[src/logic/timer3_pkg.sv]
package timer3_pkg;

    // ------------------------------------------------------------
    // Register byte addresses
    // ------------------------------------------------------------
    localparam logic [4:0] ADDR_CONTROL     = 5'h00;
    localparam logic [4:0] ADDR_MODE        = 5'h04;
    localparam logic [4:0] ADDR_MODE_B      = 5'h08;
    localparam logic [4:0] ADDR_COUNT_LOW   = 5'h0c;
    localparam logic [4:0] ADDR_COUNT_HIGH  = 5'h10;
    localparam logic [4:0] ADDR_RELOAD_LOW  = 5'h14;
    localparam logic [4:0] ADDR_RELOAD_HIGH = 5'h18;
    localparam logic [4:0] ADDR_STATUS      = 5'h1c;

    // ------------------------------------------------------------
    // Field positions: timer_control_reg
    // ------------------------------------------------------------
    localparam int CTL_OVF      = 7;
    localparam int CTL_EXT      = 6;
    localparam int CTL_SHARED5  = 5;
    localparam int CTL_SHARED4  = 4;
    localparam int CTL_FALL_EN  = 3;
    localparam int CTL_RUN_HIGH = 2;
    localparam int CTL_SRC_SEL  = 1;
    localparam int CTL_CAP_RLD  = 0;

    // ------------------------------------------------------------
    // Field positions: timer_mode_reg
    // ------------------------------------------------------------
    localparam int MOD_SPLIT     = 7;
    localparam int MOD_LOW_X12   = 6;
    localparam int MOD_RISE_EN   = 5;
    localparam int MOD_X12       = 4;
    localparam int MOD_RUN_LOW   = 3;
    localparam int MOD_AUTOCLEAR = 2;
    localparam int MOD_CLKOUT_EN = 1;
    localparam int MOD_BIT0      = 0;

    // ------------------------------------------------------------
    // Field positions: timer_mode_reg_b
    // ------------------------------------------------------------
    localparam int MODB_LOW_CS    = 7;
    localparam int MODB_OVF_IGN   = 6;
    localparam int MODB_BANK_SEL  = 5;
    localparam int MODB_CLK_GROUP = 4;
    localparam int MODB_BIT1      = 3;
    localparam int MODB_CAP_SRC   = 0;

    // ------------------------------------------------------------
    // Reset values and counts
    // ------------------------------------------------------------
    localparam logic [7:0]  RESET_BYTE   = 8'h00;
    localparam logic [15:0] RESET_WORD   = 16'h0000;
    localparam logic [3:0]  DIV12_LAST   = 4'hb;
    localparam logic [7:0]  BYTE_MAX     = 8'hff;
    localparam logic [15:0] WORD_MAX     = 16'hffff;

    // ------------------------------------------------------------
    // Clock source codes {group, x12, source}
    // ------------------------------------------------------------
    localparam logic [2:0] CLK_DIV12    = 3'h0;
    localparam logic [2:0] CLK_PIN      = 3'h1;
    localparam logic [2:0] CLK_SYS      = 3'h2;
    localparam logic [2:0] CLK_INT_EDGE = 3'h3;
    localparam logic [2:0] CLK_SER_OVF  = 3'h4;
    localparam logic [2:0] CLK_T0_OVF   = 3'h5;
    localparam logic [2:0] CLK_RESERVED = 3'h6;
    localparam logic [2:0] CLK_T1_OVF   = 3'h7;

    // Peripheral pulse input indices
    localparam int PER_INT_EDGE = 0;
    localparam int PER_SER_OVF  = 1;
    localparam int PER_T0_OVF   = 2;
    localparam int PER_T1_OVF   = 3;

endpackage

[src/logic/timer3_reload_capture_split_pwm.sv]
// Chosen here: the Avalon-MM register port and the register offsets.
`timescale 1ns/1ps

module timer3_reload_capture_split_pwm #(
    parameter int ADDR_WIDTH = 5,
    parameter int EXT_INPUTS = 8
) (
    input  wire logic                  sys_clk,
    input  wire logic                  rst_b,
    input  wire logic [ADDR_WIDTH-1:0] address,
    input  wire logic                  read,
    input  wire logic                  write,
    input  wire logic [31:0]           writedata,
    input  wire logic [3:0]            byteenable,
    output logic      [31:0]           readdata,
    output logic                       waitrequest,
    input  wire logic [EXT_INPUTS-1:0] extEventPin,
    input  wire logic                  countPin,
    input  wire logic [3:0]            periphPulse,
    output logic                       irq,
    output logic                       overflowEvent,
    output logic                       clockOutPin,
    output logic                       rxClockSelect,
    output logic                       txClockSelect
);

    // ------------------------------------------------------------
    // Parameter checks
    // ------------------------------------------------------------
    if (ADDR_WIDTH < 5) begin : gAddrCheck
        $error("ADDR_WIDTH must be at least 5");
    end
    if (EXT_INPUTS != 8) begin : gExtCheck
        $error("EXT_INPUTS must be 8, selected by a 3-bit field");
    end

    // ------------------------------------------------------------
    // State
    // ------------------------------------------------------------
    typedef struct packed {
        logic [7:0]  ctl;
        logic [7:0]  mode;
        logic [7:0]  modeB;
        logic [15:0] cnt;
        logic [15:0] rld;
        logic        rxSel, txSel, flagLow, lowIrqEn;
        logic [3:0]  div12;
        logic        syncA, syncB, prevEv, prevPin;
        logic        clkTog, ovEvt, clkOut, irq, waitReq;
        logic [31:0] readData;
    } state_s;

    localparam state_s ST_RESET = '{
        ctl: timer3_pkg::RESET_BYTE, mode: timer3_pkg::RESET_BYTE,
        modeB: timer3_pkg::RESET_BYTE, cnt: timer3_pkg::RESET_WORD,
        rld: timer3_pkg::RESET_WORD, div12: 4'h0, waitReq: 1'b1,
        readData: 32'h0000_0000, default: 1'b0
    };

    state_s st;
    state_s next_st;

    logic        extSel, fallEdge, riseEdge, extEdge, div12Pulse, pinPulse;
    logic        split, pwmMode, capMode, zeroMode;
    logic        tick16, tickHigh, tickLow, ov16, ovHigh, ovLow;
    logic [2:0]  srcCode;
    logic [1:0]  lowCode;
    logic        srcTick, lowSrcTick, busWrite, busTake;
    logic [4:0]  regAddr;
    logic [31:0] readMux;

    assign regAddr = address[4:0];

    // ------------------------------------------------------------
    // Event input and clock sources
    // ------------------------------------------------------------
    assign extSel     = extEventPin[st.modeB[timer3_pkg::MODB_CAP_SRC +: 3]];
    assign fallEdge   = st.prevEv & ~st.syncB;
    assign riseEdge   = ~st.prevEv & st.syncB;
    assign extEdge    = (fallEdge & st.ctl[timer3_pkg::CTL_FALL_EN])
                      | (riseEdge & st.mode[timer3_pkg::MOD_RISE_EN]);
    assign div12Pulse = (st.div12 == timer3_pkg::DIV12_LAST);
    assign pinPulse   = st.prevPin & ~countPin;

    assign split    = st.mode[timer3_pkg::MOD_SPLIT];
    assign pwmMode  = split & st.modeB[timer3_pkg::MODB_BIT1];
    assign capMode  = st.ctl[timer3_pkg::CTL_CAP_RLD];
    assign zeroMode = capMode & st.mode[timer3_pkg::MOD_BIT0];

    assign srcCode = {st.modeB[timer3_pkg::MODB_CLK_GROUP], st.mode[timer3_pkg::MOD_X12],
                      st.ctl[timer3_pkg::CTL_SRC_SEL]};
    assign lowCode = {st.modeB[timer3_pkg::MODB_LOW_CS], st.mode[timer3_pkg::MOD_LOW_X12]};

    // Low-byte side first: the high byte may cascade from it
    always_comb
    begin
        unique case (lowCode)
            2'h0: lowSrcTick = div12Pulse;
            2'h1: lowSrcTick = 1'b1;
            2'h2: lowSrcTick = periphPulse[timer3_pkg::PER_SER_OVF];
            2'h3: lowSrcTick = periphPulse[timer3_pkg::PER_INT_EDGE];
        endcase
    end

    assign tickLow = split & ~pwmMode & st.mode[timer3_pkg::MOD_RUN_LOW] & lowSrcTick;
    assign ovLow   = tickLow & (st.cnt[7:0] == timer3_pkg::BYTE_MAX);

    always_comb
    begin
        unique case (srcCode)
            timer3_pkg::CLK_DIV12:    srcTick = div12Pulse;
            timer3_pkg::CLK_PIN:      srcTick = pinPulse;
            timer3_pkg::CLK_SYS:      srcTick = 1'b1;
            timer3_pkg::CLK_INT_EDGE: srcTick = split ? ovLow
                                              : periphPulse[timer3_pkg::PER_INT_EDGE];
            timer3_pkg::CLK_SER_OVF:  srcTick = periphPulse[timer3_pkg::PER_SER_OVF];
            timer3_pkg::CLK_T0_OVF:   srcTick = periphPulse[timer3_pkg::PER_T0_OVF];
            timer3_pkg::CLK_RESERVED: srcTick = 1'b0;
            timer3_pkg::CLK_T1_OVF:   srcTick = periphPulse[timer3_pkg::PER_T1_OVF];
        endcase
    end

    assign tick16   = ~split & st.ctl[timer3_pkg::CTL_RUN_HIGH] & srcTick;
    assign ov16     = tick16 & (st.cnt == timer3_pkg::WORD_MAX);
    assign tickHigh = split & st.ctl[timer3_pkg::CTL_RUN_HIGH] & srcTick;
    assign ovHigh   = tickHigh & (st.cnt[15:8] == timer3_pkg::BYTE_MAX);

    assign busWrite = write & ~st.waitReq & byteenable[0];
    assign busTake  = (read | write) & st.waitReq;

    // ------------------------------------------------------------
    // Read multiplexer
    // ------------------------------------------------------------
    always_comb
    begin
        readMux = 32'h0000_0000;
        unique case (regAddr)
            timer3_pkg::ADDR_CONTROL:
            begin
                readMux[7:0] = st.ctl;
                readMux[timer3_pkg::CTL_SHARED5] = st.modeB[timer3_pkg::MODB_BANK_SEL]
                                                   ? st.flagLow : st.rxSel;
                readMux[timer3_pkg::CTL_SHARED4] = st.modeB[timer3_pkg::MODB_BANK_SEL]
                                                   ? st.lowIrqEn : st.txSel;
            end
            timer3_pkg::ADDR_MODE:        readMux[7:0] = st.mode;
            timer3_pkg::ADDR_MODE_B:      readMux[7:0] = st.modeB;
            timer3_pkg::ADDR_COUNT_LOW:   readMux[7:0] = st.cnt[7:0];
            timer3_pkg::ADDR_COUNT_HIGH:  readMux[7:0] = st.cnt[15:8];
            timer3_pkg::ADDR_RELOAD_LOW:  readMux[7:0] = st.rld[7:0];
            timer3_pkg::ADDR_RELOAD_HIGH: readMux[7:0] = st.rld[15:8];
            timer3_pkg::ADDR_STATUS:      readMux[2:0] = {st.irq, st.clkOut, st.syncB};
            default:                      readMux = 32'h0000_0000;
        endcase
    end

    // ------------------------------------------------------------
    // Next state
    // ------------------------------------------------------------
    always_comb
    begin
        next_st = st;

        // Bus handshake: one wait cycle, then the access completes
        next_st.waitReq = ~busTake;
        if (busTake)
        begin
            next_st.readData = readMux;
        end

        // Synchroniser and edge history
        next_st.syncA   = extSel;
        next_st.syncB   = st.syncA;
        next_st.prevEv  = st.syncB;
        next_st.prevPin = countPin;
        next_st.div12   = div12Pulse ? 4'h0 : st.div12 + 4'h1;

        // Counting
        if (!split)
        begin
            if (tick16)
            begin
                next_st.cnt = st.cnt + 16'h0001;
            end
            if (!capMode)
            begin
                if (ov16 || (extEdge && st.mode[timer3_pkg::MOD_BIT0]))
                begin
                    next_st.cnt = st.rld;
                end
            end
            else if (extEdge)
            begin
                next_st.rld = st.cnt;
                if (zeroMode)
                begin
                    next_st.cnt = timer3_pkg::RESET_WORD;
                end
            end
        end
        else if (pwmMode)
        begin
            if (tickHigh)
            begin
                next_st.cnt[15:8] = st.cnt[15:8] + 8'h01;
            end
            if (ovHigh)
            begin
                next_st.cnt[15:8] = st.rld[15:8];
                next_st.cnt[7:0]  = st.rld[7:0];
            end
        end
        else
        begin
            if (tickHigh)
            begin
                next_st.cnt[15:8] = st.cnt[15:8] + 8'h01;
            end
            if (tickLow)
            begin
                next_st.cnt[7:0] = st.cnt[7:0] + 8'h01;
            end
            if (!capMode)
            begin
                if (ovHigh || (extEdge && st.mode[timer3_pkg::MOD_BIT0]))
                begin
                    next_st.cnt[15:8] = st.rld[15:8];
                end
                if (ovLow || (extEdge && st.mode[timer3_pkg::MOD_BIT0]))
                begin
                    next_st.cnt[7:0] = st.rld[7:0];
                end
            end
            else if (extEdge)
            begin
                next_st.rld = st.cnt;
                if (zeroMode)
                begin
                    next_st.cnt = timer3_pkg::RESET_WORD;
                end
            end
            // Low run autoclear; a software write in the same cycle wins
            if (st.mode[timer3_pkg::MOD_AUTOCLEAR]
                && ((!capMode && ovHigh) || (capMode && extEdge)))
            begin
                next_st.mode[timer3_pkg::MOD_RUN_LOW] = 1'b0;
            end
        end

        // Software writes
        if (busWrite)
        begin
            unique case (regAddr)
                timer3_pkg::ADDR_CONTROL:
                begin
                    next_st.ctl = writedata[7:0];
                    if (st.modeB[timer3_pkg::MODB_BANK_SEL])
                    begin
                        next_st.flagLow  = writedata[timer3_pkg::CTL_SHARED5];
                        next_st.lowIrqEn = writedata[timer3_pkg::CTL_SHARED4];
                    end
                    else
                    begin
                        next_st.rxSel = writedata[timer3_pkg::CTL_SHARED5];
                        next_st.txSel = writedata[timer3_pkg::CTL_SHARED4];
                    end
                end
                timer3_pkg::ADDR_MODE:        next_st.mode       = writedata[7:0];
                timer3_pkg::ADDR_MODE_B:      next_st.modeB      = writedata[7:0];
                timer3_pkg::ADDR_COUNT_LOW:   next_st.cnt[7:0]   = writedata[7:0];
                timer3_pkg::ADDR_COUNT_HIGH:  next_st.cnt[15:8]  = writedata[7:0];
                timer3_pkg::ADDR_RELOAD_LOW:  next_st.rld[7:0]   = writedata[7:0];
                timer3_pkg::ADDR_RELOAD_HIGH: next_st.rld[15:8]  = writedata[7:0];
                default:                      next_st.ctl        = st.ctl;
            endcase
        end
        // Shared bits live outside the control byte
        next_st.ctl[timer3_pkg::CTL_SHARED5] = 1'b0;
        next_st.ctl[timer3_pkg::CTL_SHARED4] = 1'b0;

        // Hardware sets applied last so they beat a same-cycle clear
        if (ov16 || ovHigh)
        begin
            next_st.ctl[timer3_pkg::CTL_OVF] = 1'b1;
        end
        if (extEdge)
        begin
            next_st.ctl[timer3_pkg::CTL_EXT] = 1'b1;
        end
        if (ovLow)
        begin
            next_st.flagLow = 1'b1;
        end

        // Exported event and clock output
        next_st.ovEvt = split ? ovLow : ov16;
        if (!capMode && st.mode[timer3_pkg::MOD_CLKOUT_EN] && next_st.ovEvt)
        begin
            next_st.clkTog = ~st.clkTog;
        end
        // Counter below compare drives the pulse high
        next_st.clkOut = next_st.mode[timer3_pkg::MOD_CLKOUT_EN]
                       & (pwmMode ? (next_st.cnt[15:8] < next_st.cnt[7:0])
                                  : next_st.clkTog);

        // Shared interrupt request
        next_st.irq = (next_st.ctl[timer3_pkg::CTL_OVF]
                       & ~next_st.modeB[timer3_pkg::MODB_OVF_IGN])
                    | next_st.ctl[timer3_pkg::CTL_EXT]
                    | (next_st.flagLow & next_st.lowIrqEn);
    end

    always_ff @(posedge sys_clk)
    begin
        if (!rst_b)
        begin
            st <= ST_RESET;
        end
        else
        begin
            st <= next_st;
        end
    end

    assign readdata      = st.readData;
    assign waitrequest   = st.waitReq;
    assign irq           = st.irq;
    assign overflowEvent = st.ovEvt;
    assign clockOutPin   = st.clkOut;
    assign rxClockSelect = st.rxSel;
    assign txClockSelect = st.txSel;
endmodule

[config.mk]
export PLATFORM = sky130hd
export DESIGN_NAME = timer3_reload_capture_split_pwm
export DESIGN_NICKNAME = d
export VERILOG_FILES = /design/src/logic/timer3_pkg.sv /design/src/logic/timer3_reload_capture_split_pwm.sv
export SDC_FILE = /design/constraint.sdc
export NUM_CORES = 1
export LEC_CHECK = 0
export BUFFER_PORTS_ARGS = -buffer_cell sky130_fd_sc_hd__buf_2
export CAP_MARGIN = 5
export CORE_AREA = 2 2 208 128
export CTS_BUF_LIST = sky130_fd_sc_hd__clkbuf_4 sky130_fd_sc_hd__clkbuf_8 sky130_fd_sc_hd__clkbuf_16
export DETAILED_ROUTE_END_ITERATION = 6
export DIE_AREA = 0 0 210 130
export GPL_ROUTABILITY_DRIVEN = 0
export MAX_ROUTING_LAYER = met4
export PLACE_DENSITY_LB_ADDON = 0.2
export SLEW_MARGIN = 5
export SYNTH_ARGS = -nofsm -noshare
export SYNTH_HDL_FRONTEND = slang
export SYNTH_SLANG_ARGS = --single-unit
[constraint.sdc]
create_clock -name sys_clk -period 3.75 [get_ports sys_clk]
set_input_delay 0.375 -clock sys_clk [delete_from_list [all_inputs] [get_ports sys_clk]]
set_output_delay 0.375 -clock sys_clk [all_outputs]
set_load 0.01 [all_outputs]
; Yosys cells after proc, flatten, opt, wreduce, memory -nomap -nowiden
; Index checks and enable logic that the tools add are counted.
[totals]
ff_bits = 81
out_inout_bits = 38
elab_cells = 156
[classes]
n_reduce_logical = 20
add_sub_neg = 4
bitwise = 38
eq_ne = 21
magnitude_cmp = 2
muxes = 47
[ops]
columns = operator, n
row1 = $mux 16, 11
row2 = $mux 32, 3
row3 = $mux 8, 11
row4 = $mux 60, 1
row5 = $pmux 5 s7, 1
row6 = $pmux 3 s8, 1
row7 = $and 1x1->1, 23
row8 = $eq 5x5->1 const B, 4
row9 = $add 16x1->16 const B, 1
row10 = $add 8x1->8 const B, 2
row11 = $eq 16x16->1 const B, 1
row12 = $eq 8x8->1 const B, 2
row13 = $mux 1, 13
row14 = $eq 3x3->1 const B, 4
row15 = $not 1->1, 11
row16 = $eq 5x4->1 const B, 2
row17 = $lt 8x8->1, 1
row18 = $pmux 1 s8, 1
row19 = $eq 3x2->1 const B, 2
row20 = $logic_and 1x1->1, 6
row21 = $reduce_and 2->1, 3
row22 = $eq 5x3->1 const B, 1
row23 = $logic_not 5->1, 1
row24 = $logic_or 1x1->1, 5
row25 = 16 further kinds, 21

; Logic depth before layout (Yosys ltp)
[logic_depth]
word_depth = 22
ltp_mapped = 18
depth_no_buf = 16

; Worst setup path before layout
; OpenSTA, ideal clock, no wires.
[synth_timing]
path_kind = reg2reg
startpoint = register st[66] (netlist name)
endpoint = register st, in the netlist clockOutPin
slack_ns = -0.014
period_less_slack_ns = 3.764
stages_incl_launch_ff = 17
t_arrival_ns = 3.669
required_ns = 3.654
setup_ns = 0.096
cell_sequence = dfxtp_1 > ha_1 > nand4_2 > nor2_2 > nand3_2 > buf_2 > a211oi_1 > xnor2_1 > nand2_1 > a2111oi_1 > nor2_1 > ha_1 > a21o_1 > a21o_1 > a211oi_2 > nand3b_1 > o41ai_2
[synth_rtl]
columns = element, line
row1 = from (decl), timer3_reload_capture_split_pwm.sv:60  ; state_s st;
row2 = from (signal assigned), timer3_reload_capture_split_pwm.sv:321  ; st <= next_st;

==> impl_metrics.tcl <==
set metrics [dict create \
    path_max_fanout 3 \
    grt_pass1_wl_um 40170 \
    drv_cap 0 \
    rows 46 \
    ctsLongestPathBuffers 2 \
    crit_path_frequent_cell "nand3b_1" \
    avgSynthCellArea_um2 7.716 \
    vdd_drop_max_mv 0.1830 \
    core_mm2 0.02573 \
    final_nets 976 \
    path_cells "ha_4, nand3b_1, buf_6, o211a_1, a211o_1, buf_4, or4_1, xor2_1, o21ai_1, o221a_4, ha_1, a21o_1, a211oi_4, nand3b_1, o41ai_2" \
    worst_pin_slew_ns 0.8816 \
    synth_cell_type_count 84 \
    antenna_found_initial 0 \
    yosysTopAreaCell "dfxtp_1" \
    p_seq_share_pct 42.2 \
    grt_start_max_net_pins 43 \
    yosysSeqAreaShare_pct 26.34 \
    power.total_mw 2.034 \
    rrSetupSlack_ns 0.01 \
    synth-main-ff-cell "dfxtp_1" \
    hp-class "primary input to register" \
    path_clk_slew_ns 0.07 \
    finalMaxSlewViolations 0 \
    first_global_vias 5889 \
    yosys-top-cells-area "dfxtp_1, mux2i_1, nand2_1" \
    multi_input_area_mm2 0.004146 \
    worst_ep_arrival_time_ns 4.02 \
    cts_made_buffers 9 \
    die_y_um 130 \
    wirelength_um 27690 \
    min_period_over_period_pct 99.60 \
    rsz0062_at_grt "yes" \
    io_buffers 44 \
    cts.sinks 79 \
    synthArstFlopShare_pct 0 \
    drc_errors 0 \
    cp-start-kind "register" \
    power_density_mw_per_mm2 259.3 \
    post-route-min-period_ns 3.735 \
    cts_tree "built" \
    cts_hold_buf 0 \
    critPathRequiredTime_ns 4.03 \
    ant_nets 0 \
    syn2layout_area_growth_pct 30.62 \
    grtUsageTotal_pct 20.90 \
    cpPeakStageDelay_ns 0.49 \
    synth_top_area_share_pct 26.34 \
    holdWs_ns 0.2337 \
    ctsRootBufferMaster "clkbuf_16" \
    synth_edf_count 0 \
    slew_headroom_pct 40.78 \
    drt_iter0_markers 718 \
    pin_count 96 \
    syn-cell-area_mm2 0.006003 \
    setup_viol 0 \
    status "finished clean" \
    cp-end-kind "register" \
    num_vias 6658 \
    switchingPower_mw 0.5322 \
    swShare_pct 26.17 \
    final-seq-area_mm2 0.001584 \
    leakage_nw 3.074 \
    drive_above_1_share_pct 28.59 \
    yosys_warnings 0 \
    wl_per_cell_um 22.17 \
    crit_type "register to register" \
    clkPwrFrac_pct 49.8 \
    clock_latency_ns 0.37 \
    crit_slowest_cell "or4_1" \
    hpwlAfterDp_um 21300 \
    firstDrtPassIters 5 \
    hold_viol 0 \
    initial_utilization_pct 23.33 \
    ys_ff_latch 79 \
    syn_inst 778 \
    fp.dieArea_mm2 0.02730 \
    setup_tns_ns 0 \
    cts_htree_levels 3 \
    nFillCells 2754 \
    pwr-share-comb_pct 8.0 \
    die_w_um 210 \
    max_freq_mhz 267.7 \
    viasPerCell 5.331 \
    skew_ns 0.01708 \
    p_int_mw 1.501 \
    grt_overflow_total 0 \
    n_antenna_cell 0 \
]
flip-flops by register name, summed over array words and instances (netlist names):
signal and flops:
irq 1, lowCode 2, txClockSelect 1, split 1
overflowEvent 1, st 56, capMode 1, srcCode 3
waitrequest 1, next_st 2, clockOutPin 1, readdata 8
rxClockSelect 1
area by class of cell:
class | count | area share [%]
Clock buffer | 11 | 3.064
Multi-Input combinational cell | 618 | 52.88
Clock inverter | 5 | 1.037
Tap cell | 336 | 5.361
Inverter | 10 | 0.4787
Timing Repair Buffer | 190 | 16.98
Sequential cell | 79 | 20.20
routing by layer:
layer  routed length [um]  up-vias  global-route usage [%]
li1                     -     3086                       -
met1                14510     3218                   33.09
met2                 9967      323                   24.47
met3                 2887       31                   6.258
met4                  327        0                   3.838
met5                    0        -                       -
power by group through the flow:
stage	Combinational, mW	Sequential (mW)	Clock, mW
6_report	0.163	0.858	1.01
5_1_grt	0.177	0.858	1.06
4_1_cts	0.158	0.856	1.03
3_5_place_dp	0.158	0.875	0
3_3_place_gp	0.159	0.875	0
2_1_floorplan	0.105	0.874	0
cells by family after synthesis:
logic type      count (synthesis)  synth area share (%)
compound gates                236                 28.05
buf+inv                       104                 9.379
mux                            46                 8.212
fa+ha+maj                      10                 2.084
flops                          79                 26.34
other cells                     1               0.06247
simple gates                  284                 23.24
xor+xnor                       18                 2.626
per-stage QoR:
step	cells	utilization, %	setup slack [ns]	area [um^2]
floorplan	801	-	0.04011	6095
global placement	1223	28.12	-0.08550	7236
detailed placement	1223	28.12	-0.09484	7236
CTS	1239	29.51	0.008944	7592
global route	1249	30.48	-0.1923	7841
finish	1249	30.48	0.01498	7841
cells in the mapped netlist (10+ instances only):
master,n
ha_1,10
and3_1,10
and2_1,14
nor2_1,69
buf_2,15
o21ai_0,35
nand3_1,40
a31oi_1,10
dfxtp_1,79
a21oi_1,50
a221oi_1,11
mux2i_1,41
nor3_1,17
buf_4,37
a22oi_1,14
a211oi_1,33
nand2_1,80
clkbuf_1,37
worst max-delay path, delay by kind of cell, from the launching register on:
family | cells | cell delay (ns)
XOR/XNOR | 1 | 0.16
AO/OA/AOI/OAI | 7 | 1.71
buffers and inverters | 2 | 0.32
adder cells (fa/ha/maj) | 2 | 0.38
flip-flops | 1 | 0.35
AND/OR/NAND/NOR | 3 | 0.74
cell usage in the layout (no fill, tap or decap), types with 4 or more instances in the layout:
master,Yosys,final
nand3_1,40,39
xnor2_1,9,8
a22oi_1,14,13
nand2b_1,7,7
a21oi_1,50,45
inv_1,9,9
a31oi_1,10,10
a21oi_2,0,4
conb_1,1,24
and3_1,10,10
a221oi_1,11,11
o21a_1,4,4
nor2b_1,5,5
a21o_1,6,6
mux2i_1,41,41
a221o_1,7,7
o21ai_0,35,33
a211oi_1,33,28
clkbuf_16,0,9
o211ai_1,9,9
or2_2,5,5
a211oi_2,3,5
nand4_1,4,4
o21ai_1,8,7
buf_2,15,44
nor3_1,17,15
nand2_1,80,79
buf_6,2,4
dfxtp_1,79,77
buf_4,37,142
xor2_1,9,9
nor2_1,69,69
ha_1,10,9
and2_1,14,14
nand3b_1,5,5
final timing paths:
kind | startpoint | cells past startpoint | endpoint
max reg2reg | st[41] | 15 | clockOutPin
min | countPin | 2 | st[37]
min reg2reg | next_st[39] | 1 | next_st[38]
max | st[41] | 15 | clockOutPin
repair_timing:
action,CTS,global route
buffers inserted,0,10
pin swaps,1,24
endpoints found under the setup margin,1,1
gates resized for setup,7,34
(Power assumes the default switching activity.)
